<file path="config.mk">
export PLATFORM = sky130hd
export DESIGN_NAME = dcc_channel
export DESIGN_NICKNAME = d
export VERILOG_FILES = /design/src/verilog/dcc_pkg.sv /design/src/verilog/dcc_channel.sv /design/src/verilog/dcc_sync.sv /design/src/verilog/dcc_fifo.sv
export SDC_FILE = /design/constraint.sdc
export NUM_CORES = 1
export LEC_CHECK = 0
export BUFFER_PORTS_ARGS = -buffer_cell sky130_fd_sc_hd__buf_2
export CORE_MARGIN = 4
export CORE_UTILIZATION = 41
export DETAILED_ROUTE_END_ITERATION = 8
export PLACE_DENSITY = 0.61
export SYNTH_ARGS = -nofsm -noshare
export SYNTH_HDL_FRONTEND = slang
export SYNTH_SLANG_ARGS = --single-unit
</file>
<file path="constraint.sdc">
create_clock -name sys_clk -period 3.82 [get_ports sys_clk]
set_clock_uncertainty 0.1 [all_clocks]
set_input_delay 0.764 -clock sys_clk [delete_from_list [all_inputs] [get_ports sys_clk]]
set_output_delay 0.764 -clock sys_clk [all_outputs]
set_load 0.05 [all_outputs]
</file>
<file path="src/verilog/dcc_pkg.sv">
// package for the debug communication channel: offsets, fields, codes and carriers
package dcc_pkg;
  localparam int unsigned ADDR_W = 6;
  localparam int unsigned DATA_W = 8;
  localparam int unsigned FIFO_DEPTH = 4;
  localparam int unsigned SYNC_STAGES = 2;
  // i/o address shared between the channel register and an ordinary i/o location
  localparam logic [ADDR_W-1:0] CHAN_OFFSET = 6'h22;
  localparam logic [ADDR_W-1:0] CSR_OFFSET = 6'h34;
  localparam logic [DATA_W-1:0] CHAN_RESET = 8'h00;
  localparam logic [DATA_W-1:0] RDATA_RESET = 8'h00;
  localparam int unsigned CHAN_DIRTY_BIT = 7;
  localparam int unsigned CSR_DISABLE_BIT = 7;
  localparam int unsigned CSR_TAP_ON_BIT = 0;
  localparam int unsigned CSR_FULL_BIT = 1;
  localparam int unsigned CSR_ROUTE_BIT = 2;
  localparam logic CSR_DISABLE_RESET = 1'b0;
  // instruction codes of the test port
  localparam int unsigned IR_W = 4;
  localparam int unsigned DR_W = 9;
  localparam logic [IR_W-1:0] IR_CAPTURE = 4'h1;
  localparam logic [IR_W-1:0] INS_CHAN_READ = 4'h1;
  localparam logic [IR_W-1:0] INS_CHAN_CTRL = 4'h2;
  localparam logic [IR_W-1:0] INS_BYPASS = 4'hf;

  typedef struct packed {
    logic [ADDR_W-1:0] addr;
    logic [DATA_W-1:0] wdata;
    logic              wr;
    logic              rd;
  } dcc_bus_req_s;

  typedef struct packed {
    logic tck;
    logic tms;
    logic tdi;
  } dcc_pins_s;

  typedef struct packed {
    logic debug_enable_fuse;
    logic test_port_enable_fuse;
  } dcc_fuses_s;
endpackage

</file>
<file path="src/verilog/dcc_channel.sv">
// debug communication channel with its test access port gating
// How it works
// (RULE1) a cpu write to the channel register queues the byte for the debugger unless the fifo is full
// (RULE2) every cpu write to the channel register sets the dirty flag
// (RULE3) cpu read returns seven low data bits, dirty flag in the top bit
// (RULE4) the debugger clears the dirty flag once it has read the byte
// (RULE5) shared address reaches the channel only with fuse and debugger enable
// (RULE6) otherwise accesses at the shared address go to the ordinary i/o location
// (RULE7) test port runs only with its fuse programmed and disable bit clear
// (RULE8) the debugger needs only tck, tms, tdi and tdo besides power
// (RULE9) reset clears the dirty flag and the channel byte
`timescale 1ns/100ps
module dcc_channel (
  input  wire logic                  sys_clk,
  input  wire logic                  rst_b,
  input  wire dcc_pkg::dcc_bus_req_s bus_req,
  output logic [dcc_pkg::DATA_W-1:0] rdata,
  output logic                       io_wr,
  output logic                       io_rd,
  output logic [dcc_pkg::DATA_W-1:0] io_wdata,
  input  wire logic [dcc_pkg::DATA_W-1:0] io_rdata,
  input  wire dcc_pkg::dcc_fuses_s   fuses,
  input  wire dcc_pkg::dcc_pins_s    pins,
  output logic                       tdo,
  output logic                       tdo_oe,
  output logic                       chan_wr_ready,
  output logic                       tap_enabled
);
  import dcc_pkg::*;

  typedef enum logic [3:0] {
    TAP_RESET    = 4'b0000,
    TAP_IDLE     = 4'b0001,
    TAP_SEL_DR   = 4'b0010,
    TAP_CAP_DR   = 4'b0011,
    TAP_SHIFT_DR = 4'b0100,
    TAP_EXIT1_DR = 4'b0101,
    TAP_PAUSE_DR = 4'b0110,
    TAP_EXIT2_DR = 4'b0111,
    TAP_UPD_DR   = 4'b1000,
    TAP_SEL_IR   = 4'b1001,
    TAP_CAP_IR   = 4'b1010,
    TAP_SHIFT_IR = 4'b1011,
    TAP_EXIT1_IR = 4'b1100,
    TAP_PAUSE_IR = 4'b1101,
    TAP_EXIT2_IR = 4'b1110,
    TAP_UPD_IR   = 4'b1111
  } dcc_tap_e;

  ////////////////////////////////////////////////////////////////////////////
  // reset release and input synchronisers
  logic [1:0] rst_pipe;
  logic       rst_sync_b;

  always_ff @(posedge sys_clk or negedge rst_b) begin
    if (!rst_b) begin
      rst_pipe <= 2'b00;
    end else begin
      rst_pipe <= {rst_pipe[0], 1'b1};
    end
  end
  assign rst_sync_b = rst_pipe[1];

  dcc_pins_s  pins_s;
  dcc_fuses_s fuses_s;

  dcc_sync #(
    .WIDTH ($bits(dcc_pins_s) + $bits(dcc_fuses_s))
  ) u_sync (
    .sys_clk  (sys_clk),
    .rst_b    (rst_sync_b),
    .async_in ({pins, fuses}),
    .sync_out ({pins_s, fuses_s})
  );

  ////////////////////////////////////////////////////////////////////////////
  // address decode and routing of the shared location
  logic             access_en;
  logic             disable_bit;
  logic             route_dbg;
  logic             shared_hit;
  logic             chan_wr_hit;
  logic             chan_rd_hit;
  logic             csr_wr_hit;
  logic             csr_rd_hit;

  function automatic logic addr_is(input logic [ADDR_W-1:0] a,
                                   input logic [ADDR_W-1:0] b);
    return a == b;
  endfunction

  assign route_dbg = fuses_s.debug_enable_fuse && access_en; // [RULE5]
  assign shared_hit = addr_is(bus_req.addr, CHAN_OFFSET);
  assign chan_wr_hit = bus_req.wr && shared_hit && route_dbg; // [RULE5]
  assign chan_rd_hit = bus_req.rd && shared_hit && route_dbg;
  assign csr_wr_hit = bus_req.wr && addr_is(bus_req.addr, CSR_OFFSET);
  assign csr_rd_hit = bus_req.rd && addr_is(bus_req.addr, CSR_OFFSET);
  // the ordinary location sees the access whenever the channel is not routed in
  assign io_wr = bus_req.wr && shared_hit && !route_dbg; // [RULE6]
  assign io_rd = bus_req.rd && shared_hit && !route_dbg; // [RULE6]
  assign io_wdata = bus_req.wdata;
  assign tap_enabled = fuses_s.test_port_enable_fuse && !disable_bit; // [RULE7]

  ////////////////////////////////////////////////////////////////////////////
  // channel byte, dirty flag and fifo towards the debugger
  logic [DATA_W-1:0] chan_byte, next_chan_byte;
  logic              dirty, next_dirty;
  logic              fifo_valid;
  logic              fifo_pop;
  logic [DATA_W-1:0] fifo_head;
  logic              dbg_read_done;

  // a full fifo drops the queued copy; the byte and flag still follow the write
  dcc_fifo #(
    .WIDTH (DATA_W),
    .DEPTH (FIFO_DEPTH)
  ) u_fifo (
    .sys_clk   (sys_clk),
    .rst_b     (rst_sync_b),
    .in_valid  (chan_wr_hit),
    .in_ready  (chan_wr_ready),
    .in_data   (bus_req.wdata),
    .out_valid (fifo_valid),
    .out_ready (fifo_pop),
    .out_data  (fifo_head)
  );

  always_comb begin
    next_chan_byte = chan_byte;
    next_dirty = dirty;
    if (dbg_read_done) begin
      next_dirty = 1'b0; // [RULE4]
    end
    // a cpu write in the clearing cycle wins over the debugger
    if (chan_wr_hit) begin
      next_chan_byte = bus_req.wdata; // [RULE1]
      next_dirty = 1'b1; // [RULE2]
    end
  end

  always_ff @(posedge sys_clk or negedge rst_sync_b) begin
    if (!rst_sync_b) begin
      chan_byte <= CHAN_RESET; // [RULE9]
      dirty <= 1'b0; // [RULE9]
    end else begin
      chan_byte <= next_chan_byte;
      dirty <= next_dirty;
    end
  end

  ////////////////////////////////////////////////////////////////////////////
  // control register and read data
  logic [DATA_W-1:0] next_rdata;
  logic              next_disable_bit;

  always_comb begin
    next_disable_bit = disable_bit;
    next_rdata = RDATA_RESET;
    if (csr_wr_hit) begin
      next_disable_bit = bus_req.wdata[CSR_DISABLE_BIT];
    end
    if (chan_rd_hit) begin
      next_rdata = {dirty, chan_byte[CHAN_DIRTY_BIT-1:0]}; // [RULE3]
    end else if (io_rd) begin
      next_rdata = io_rdata; // [RULE6]
    end else if (csr_rd_hit) begin
      next_rdata[CSR_DISABLE_BIT] = disable_bit;
      next_rdata[CSR_TAP_ON_BIT] = tap_enabled;
      next_rdata[CSR_FULL_BIT] = !chan_wr_ready;
      next_rdata[CSR_ROUTE_BIT] = route_dbg;
    end
  end

  always_ff @(posedge sys_clk or negedge rst_sync_b) begin
    if (!rst_sync_b) begin
      disable_bit <= CSR_DISABLE_RESET;
      rdata <= RDATA_RESET;
    end else begin
      disable_bit <= next_disable_bit;
      rdata <= next_rdata;
    end
  end

  ////////////////////////////////////////////////////////////////////////////
  // test access port, stepped on sampled tck edges
  dcc_tap_e          tap_state, next_tap_state;
  logic              tck_q, next_tck_q;
  logic              tck_rise, tck_fall;
  logic [IR_W-1:0]   ir_shift, next_ir_shift;
  logic [IR_W-1:0]   ir, next_ir;
  logic [DR_W-1:0]   dr, next_dr;
  logic              next_access_en;
  logic              next_tdo, next_tdo_oe;
  logic              one_bit_dr;

  // only the synchronised tck is looked at; 8 sys_clk per tck period in use
  assign tck_rise = pins_s.tck && !tck_q; // [RULE8]
  assign tck_fall = !pins_s.tck && tck_q;
  assign one_bit_dr = (ir != INS_CHAN_READ);
  assign dbg_read_done = tck_rise && (tap_state == TAP_UPD_DR)
                         && (ir == INS_CHAN_READ);
  assign fifo_pop = dbg_read_done && fifo_valid;

  always_comb begin
    next_tap_state = tap_state;
    unique case (tap_state)
      TAP_RESET:    next_tap_state = pins_s.tms ? TAP_RESET : TAP_IDLE;
      TAP_IDLE:     next_tap_state = pins_s.tms ? TAP_SEL_DR : TAP_IDLE;
      TAP_SEL_DR:   next_tap_state = pins_s.tms ? TAP_SEL_IR : TAP_CAP_DR;
      TAP_CAP_DR:   next_tap_state = pins_s.tms ? TAP_EXIT1_DR : TAP_SHIFT_DR;
      TAP_SHIFT_DR: next_tap_state = pins_s.tms ? TAP_EXIT1_DR : TAP_SHIFT_DR;
      TAP_EXIT1_DR: next_tap_state = pins_s.tms ? TAP_UPD_DR : TAP_PAUSE_DR;
      TAP_PAUSE_DR: next_tap_state = pins_s.tms ? TAP_EXIT2_DR : TAP_PAUSE_DR;
      TAP_EXIT2_DR: next_tap_state = pins_s.tms ? TAP_UPD_DR : TAP_SHIFT_DR;
      TAP_UPD_DR:   next_tap_state = pins_s.tms ? TAP_SEL_DR : TAP_IDLE;
      TAP_SEL_IR:   next_tap_state = pins_s.tms ? TAP_RESET : TAP_CAP_IR;
      TAP_CAP_IR:   next_tap_state = pins_s.tms ? TAP_EXIT1_IR : TAP_SHIFT_IR;
      TAP_SHIFT_IR: next_tap_state = pins_s.tms ? TAP_EXIT1_IR : TAP_SHIFT_IR;
      TAP_EXIT1_IR: next_tap_state = pins_s.tms ? TAP_UPD_IR : TAP_PAUSE_IR;
      TAP_PAUSE_IR: next_tap_state = pins_s.tms ? TAP_EXIT2_IR : TAP_PAUSE_IR;
      TAP_EXIT2_IR: next_tap_state = pins_s.tms ? TAP_UPD_IR : TAP_SHIFT_IR;
      TAP_UPD_IR:   next_tap_state = pins_s.tms ? TAP_SEL_DR : TAP_IDLE;
    endcase
  end

  always_comb begin
    next_tck_q = pins_s.tck;
    next_ir_shift = ir_shift;
    next_ir = ir;
    next_dr = dr;
    next_access_en = access_en;
    next_tdo = tdo;
    next_tdo_oe = tdo_oe;
    if (!tap_enabled) begin
      next_ir = INS_BYPASS; // [RULE7]
      next_tdo_oe = 1'b0; // [RULE7]
      // a port held in test-logic-reset cannot keep the debugger's grant alive
      next_access_en = 1'b0; // [RULE5]
    end else if (tck_rise) begin
      unique case (tap_state)
        TAP_RESET: begin
          next_ir = INS_BYPASS;
          next_access_en = 1'b0;
        end
        TAP_CAP_IR:   next_ir_shift = IR_CAPTURE;
        TAP_SHIFT_IR: next_ir_shift = {pins_s.tdi, ir_shift[IR_W-1:1]};
        TAP_UPD_IR:   next_ir = ir_shift;
        TAP_CAP_DR: begin
          if (ir == INS_CHAN_READ) begin
            // the queued byte when present, else the last written one
            next_dr = {dirty, fifo_valid ? fifo_head : chan_byte};
          end else if (ir == INS_CHAN_CTRL) begin
            next_dr = {{(DR_W-1){1'b0}}, access_en};
          end else begin
            next_dr = '0;
          end
        end
        TAP_SHIFT_DR: begin
          if (one_bit_dr) begin
            next_dr[0] = pins_s.tdi;
          end else begin
            next_dr = {pins_s.tdi, dr[DR_W-1:1]};
          end
        end
        TAP_UPD_DR: begin
          if (ir == INS_CHAN_CTRL) begin
            next_access_en = dr[0]; // [RULE5]
          end
        end
        default: begin
        end
      endcase
    end else if (tck_fall) begin
      // tdo moves on the falling edge so the debugger samples a settled bit
      next_tdo_oe = (tap_state == TAP_SHIFT_DR) || (tap_state == TAP_SHIFT_IR);
      next_tdo = (tap_state == TAP_SHIFT_IR) ? ir_shift[0] : dr[0];
    end
  end

  always_ff @(posedge sys_clk or negedge rst_sync_b) begin
    if (!rst_sync_b) begin
      tap_state <= TAP_RESET;
      tck_q <= 1'b0;
      ir_shift <= IR_CAPTURE;
      ir <= INS_BYPASS;
      dr <= '0;
      access_en <= 1'b0;
      tdo <= 1'b0;
      tdo_oe <= 1'b0;
    end else begin
      // a disabled port is held in its reset state
      tap_state <= !tap_enabled ? TAP_RESET
                 : (tck_rise ? next_tap_state : tap_state); // [RULE7]
      tck_q <= next_tck_q;
      ir_shift <= next_ir_shift;
      ir <= next_ir;
      dr <= next_dr;
      access_en <= next_access_en;
      tdo <= next_tdo;
      tdo_oe <= next_tdo_oe;
    end
  end
endmodule // dcc_channel

</file>
<file path="src/verilog/dcc_sync.sv">
// two flip-flop synchroniser for levels coming from outside the clock domain
`timescale 1ns/100ps
module dcc_sync #(
  parameter int unsigned WIDTH = 1
) (
  input  wire logic             sys_clk,
  input  wire logic             rst_b,
  input  wire logic [WIDTH-1:0] async_in,
  output logic      [WIDTH-1:0] sync_out
);
  import dcc_pkg::*;
  logic [WIDTH-1:0] meta;
  logic [WIDTH-1:0] next_meta;
  logic [WIDTH-1:0] next_sync_out;

  always_comb begin
    next_meta = async_in;
    next_sync_out = meta;
  end

  always_ff @(posedge sys_clk or negedge rst_b) begin
    if (!rst_b) begin
      meta <= '0;
      sync_out <= '0;
    end else begin
      meta <= next_meta;
      sync_out <= next_sync_out;
    end
  end
endmodule // dcc_sync

</file>
<file path="src/verilog/dcc_fifo.sv">
// small fifo with valid and ready on both sides
`timescale 1ns/100ps
module dcc_fifo #(
  parameter int unsigned WIDTH = 8,
  parameter int unsigned DEPTH = 4
) (
  input  wire logic             sys_clk,
  input  wire logic             rst_b,
  input  wire logic             in_valid,
  output logic                  in_ready,
  input  wire logic [WIDTH-1:0] in_data,
  output logic                  out_valid,
  input  wire logic             out_ready,
  output logic      [WIDTH-1:0] out_data
);
  import dcc_pkg::*;
  localparam int unsigned PW = $clog2(DEPTH);
  localparam logic [PW:0] FULL_COUNT = (PW+1)'(DEPTH);
  logic [WIDTH-1:0] mem [DEPTH];
  logic [WIDTH-1:0] next_mem [DEPTH];
  logic [PW-1:0]    wr_ptr, next_wr_ptr, rd_ptr, next_rd_ptr;
  logic [PW:0]      count, next_count;
  logic             push, pop;

  assign in_ready = (count != FULL_COUNT);
  assign out_valid = (count != '0);
  assign out_data = mem[rd_ptr];
  assign push = in_valid && in_ready;
  assign pop = out_valid && out_ready;

  always_comb begin
    next_mem = mem;
    next_wr_ptr = wr_ptr;
    next_rd_ptr = rd_ptr;
    next_count = count;
    if (push) begin
      next_mem[wr_ptr] = in_data;
      next_wr_ptr = (wr_ptr == PW'(DEPTH-1)) ? '0 : wr_ptr + 1'b1;
    end
    if (pop) begin
      next_rd_ptr = (rd_ptr == PW'(DEPTH-1)) ? '0 : rd_ptr + 1'b1;
    end
    if (push && !pop) begin
      next_count = count + 1'b1;
    end else if (pop && !push) begin
      next_count = count - 1'b1;
    end
  end

  always_ff @(posedge sys_clk or negedge rst_b) begin
    if (!rst_b) begin
      for (int i = 0; i < DEPTH; i++) begin
        mem[i] <= '0;
      end
      wr_ptr <= '0;
      rd_ptr <= '0;
      count <= '0;
    end else begin
      mem <= next_mem;
      wr_ptr <= next_wr_ptr;
      rd_ptr <= next_rd_ptr;
      count <= next_count;
    end
  end
endmodule // dcc_fifo

</file>
==> impl_metrics.toml <==
[status]
outcome = "complete, no violations"

[logic_synthesis]
synth.net_count = 412
ys_async_sr_fraction_pct = 100
yosysTopAreaCell = "dfrtp_1"
avgSynthCellArea_um2 = 12.2
synth_top_area_share_pct = 48.9
ys.flop_type = "dfrtp_1"
seq_area_frac_synth_pct = 51.7
synth_seq_cells = 94
synth_edf_count = 0
yosys_warnings = 0
synth_area_leaders = "dfrtp_1 49%, mux2_2 9.4%, mux4_2 4.0%, dfstp_2 2.9%, mux2i_1 2.4%"
synth.distinct_cells = 57
netlist_area_um2 = 4560
syn_inst = 374

[final_layout]
final_cell_mix = "88 x dfrtp_1, 52 x buf_2, 38 x mux2_2"
fill_cells = 1017
mostFrequentLayoutCell = "dfrtp_1"
regArea_um2 = 2360
syn2layout_area_growth_pct = 11.1
multi_input_area_um2 = 1960
final_util_pct = 46.7
drive_gt1_share_pct = 34.2
fin_nets = 451
diodes = 0

[grt]
antenna_found_initial = 0
grt_pass1_vias = 3018
grtUsageTotal_pct = 15.6
grt_pass1_wl_um = 15800
gr-total-overflow = 0
grt_max_degree = 72

[timing]
slew_headroom_pct = 39.1
rsz0062_at_grt = "false"
fin_crit_sh_pct = 80.7
fmax_mhz = 325
finalHoldViolations = 0
final_max_slew_viol_count = 0
setup_viol = 0
finalCriticalPeriod_ps = 3080
tightest_slew_ps = 913
timing.setup.tns_ps = 0

[power_and_ir_drop]
combPwrFrac_pct = 6.0
leakage_nw = 2.40
power_density_nw_per_um2 = 353
clkPwrFrac_pct = 36.4
switchingPower_w = 0.000430
p_int_w = 0.00136
netSwitchingFraction_pct = 24.0
ir_worst_vdd_mv = 0.207
seq_power_share_pct = 57.5

[worst_setup_path]
cpPeakStageDelay_ps = 510
worst_path_most_repeated_cell = "buf_2"
cp.arrival_ps = 2220
crit_type = "primary input to output pin"
worstSetupStartpointType = "primary input"
cp_slowest_cell = "or3b_1"
worstPathMaxFanout = 7
cp_data_required_time_ps = 2960
cp_cell_sequence = "buf_2 > or3b_1 > nor4_2 > buf_2"
end_kind = "output pin"

[detailed_routing]
wire_per_inst_um = 16.6
routed_wl_um = 9260
via_count = 2985
drc = 0
drt_iter0_markers = 122
vias_per_cell = 5.35
antenna_left = 0
drt-pass1-iter-count = 4

[die]
row_count = 38
start_util_pct = 42.0
io_pins = 53
die_h_um = 113
core_area_um2 = 10800
die_x_um = 113
die_area_um2 = 12900

[placed_design]
hpwl_um = 6500
io_buffers = 52
place.gp.congestion = 0.823

[clocking]
cts_tree = "yes"
clock_path_buffers = 2
worst_skew_pair.late_latency_ps = 360
cts_hold_buf = 0
clk_pin_slew_ps = 80
cts_resized = 0
post-cts-setup-buffers = 0
cts_root_buf = "clkbuf_8"
numCtsBuffers = 9
htreeDepth = 3
clock_sinks = 94

[flow_run]
drv_cap = 0

[min_path]
hold_path_class = "primary input to async pin"
==> through the flow <==
stage | hold slack [ps] | cell area (um^2) | worst slack (ps) | std cells | total power [W]
floorplan | 231 | 4560 | 164 | 374 | 0.00112
global placement | 233 | 4870 | 736 | 542 | 0.00116
detailed placement | 236 | 4870 | 685 | 542 | 0.00116
CTS | 57.0 | 5060 | 713 | 558 | 0.00182
global route | 42.3 | 5060 | 675 | 558 | 0.00187
finish | 76.2 | 5060 | 739 | 558 | 0.00179
==> worst max-delay path: cells and delay by family <==
family                 cells  cell delay [ps]
buffers and inverters      2              450
and+or+nand+nor            2             1000
==> synthesized netlist by cell type (2+ instances only) <==
master     n
dfrtp_1   89
mux2_2    38
o21ai_0   22
nand2_1   21
nor2_1    14
buf_4     12
inv_1     12
clkbuf_1  11
mux2i_1   11
nand3_1   10
a21oi_1    8
mux4_2     8
nor3_1     8
nor4_1     8
mux2_1     7
mux2_4     7
a31oi_1    6
ha_1       6
nor2b_1    6
dfstp_2    5
a22o_1     4
and3_1     4
buf_2      4
nand2b_1   4
buf_1      3
a21o_1     2
a22oi_1    2
and2_1     2
clkbuf_8   2
nand4b_1   2
nor4_2     2
nor4b_1    2
o211ai_1   2
o22ai_1    2
or2b_2     2
or3b_1     2
or4_1      2
xnor2_1    2
xor2_1     2
==> state kept, by name (all words and copies together) (netlist names), 2 cells and up <==
name	cells
u_fifo.rd_ptr	2
u_fifo.count	3
u_fifo.wr_ptr	2
u_sync.sync_out	5
tap_state	4
chan_byte	8
u_fifo.mem	32
ir	4
u_sync.meta	5
rdata	8
dr	9
ir_shift	4
rst_pipe	2
==> cell families (layout without fill, tap and decap cells) <==
logic type | count (synthesis) | after routing | share of synthesized area [%]
other | 1 | 1 | 0.0823
XOR/XNOR | 4 | 4 | 0.769
adder cells (fa/ha/maj) | 7 | 7 | 2.09
multiplexers | 71 | 71 | 19.8
AO/OA/AOI/OAI | 57 | 57 | 7.93
AND/OR/NAND/NOR | 95 | 95 | 12.2
buffers and inverters | 45 | 89 | 5.41
flip-flops | 94 | 94 | 51.7
==> final timing paths <==
path                                start                  to  slack (ps)  depth (start not counted)
setup / recovery              bus_req[10]               io_rd         740                          4
hold / removal                      rst_b         rst_pipe[1]          80                          1
setup reg to reg             tap_state[2]     u_fifo.count[1]         990                          8
hold reg to reg            u_sync.meta[4]  u_sync.sync_out[4]         250                          0
max in group asynchronous     rst_pipe[1]            rdata[4]        2390                          1
min in group sys_clk       u_sync.meta[4]  u_sync.sync_out[4]         250                          0
==> power by group through the flow <==
stage	sequential [W]	clock (W)	combinational, W
3_5_place_dp	0.00105	0	0.000109
6_report	0.00103	0.000652	0.000108
4_1_cts	0.00103	0.000676	0.000109
5_1_grt	0.00104	0.000720	0.000118
2_1_floorplan	0.00106	0	0.0000644
3_3_place_gp	0.00105	0	0.000107
==> area by class of cell <==
cell class                      count  area share [%]
Inverter                           12           0.890
Clock buffer                       12            2.87
Tap cell                          140            3.46
Sequential cell                    94            46.7
Clock inverter                      4           0.964
Multi-Input combinational cell    235            38.7
Timing Repair Buffer               61            6.47
==> layer usage <==
metal	part of all wire, %	GRT usage, %	vias to the layer above
li1	-	-	1420
met1	45	20.5	1509
met2	51	26.1	50
met3	3.4	3.45	6
met4	0.94	4.57	0
met5	0	0	-
(Power assumes the default switching activity.)
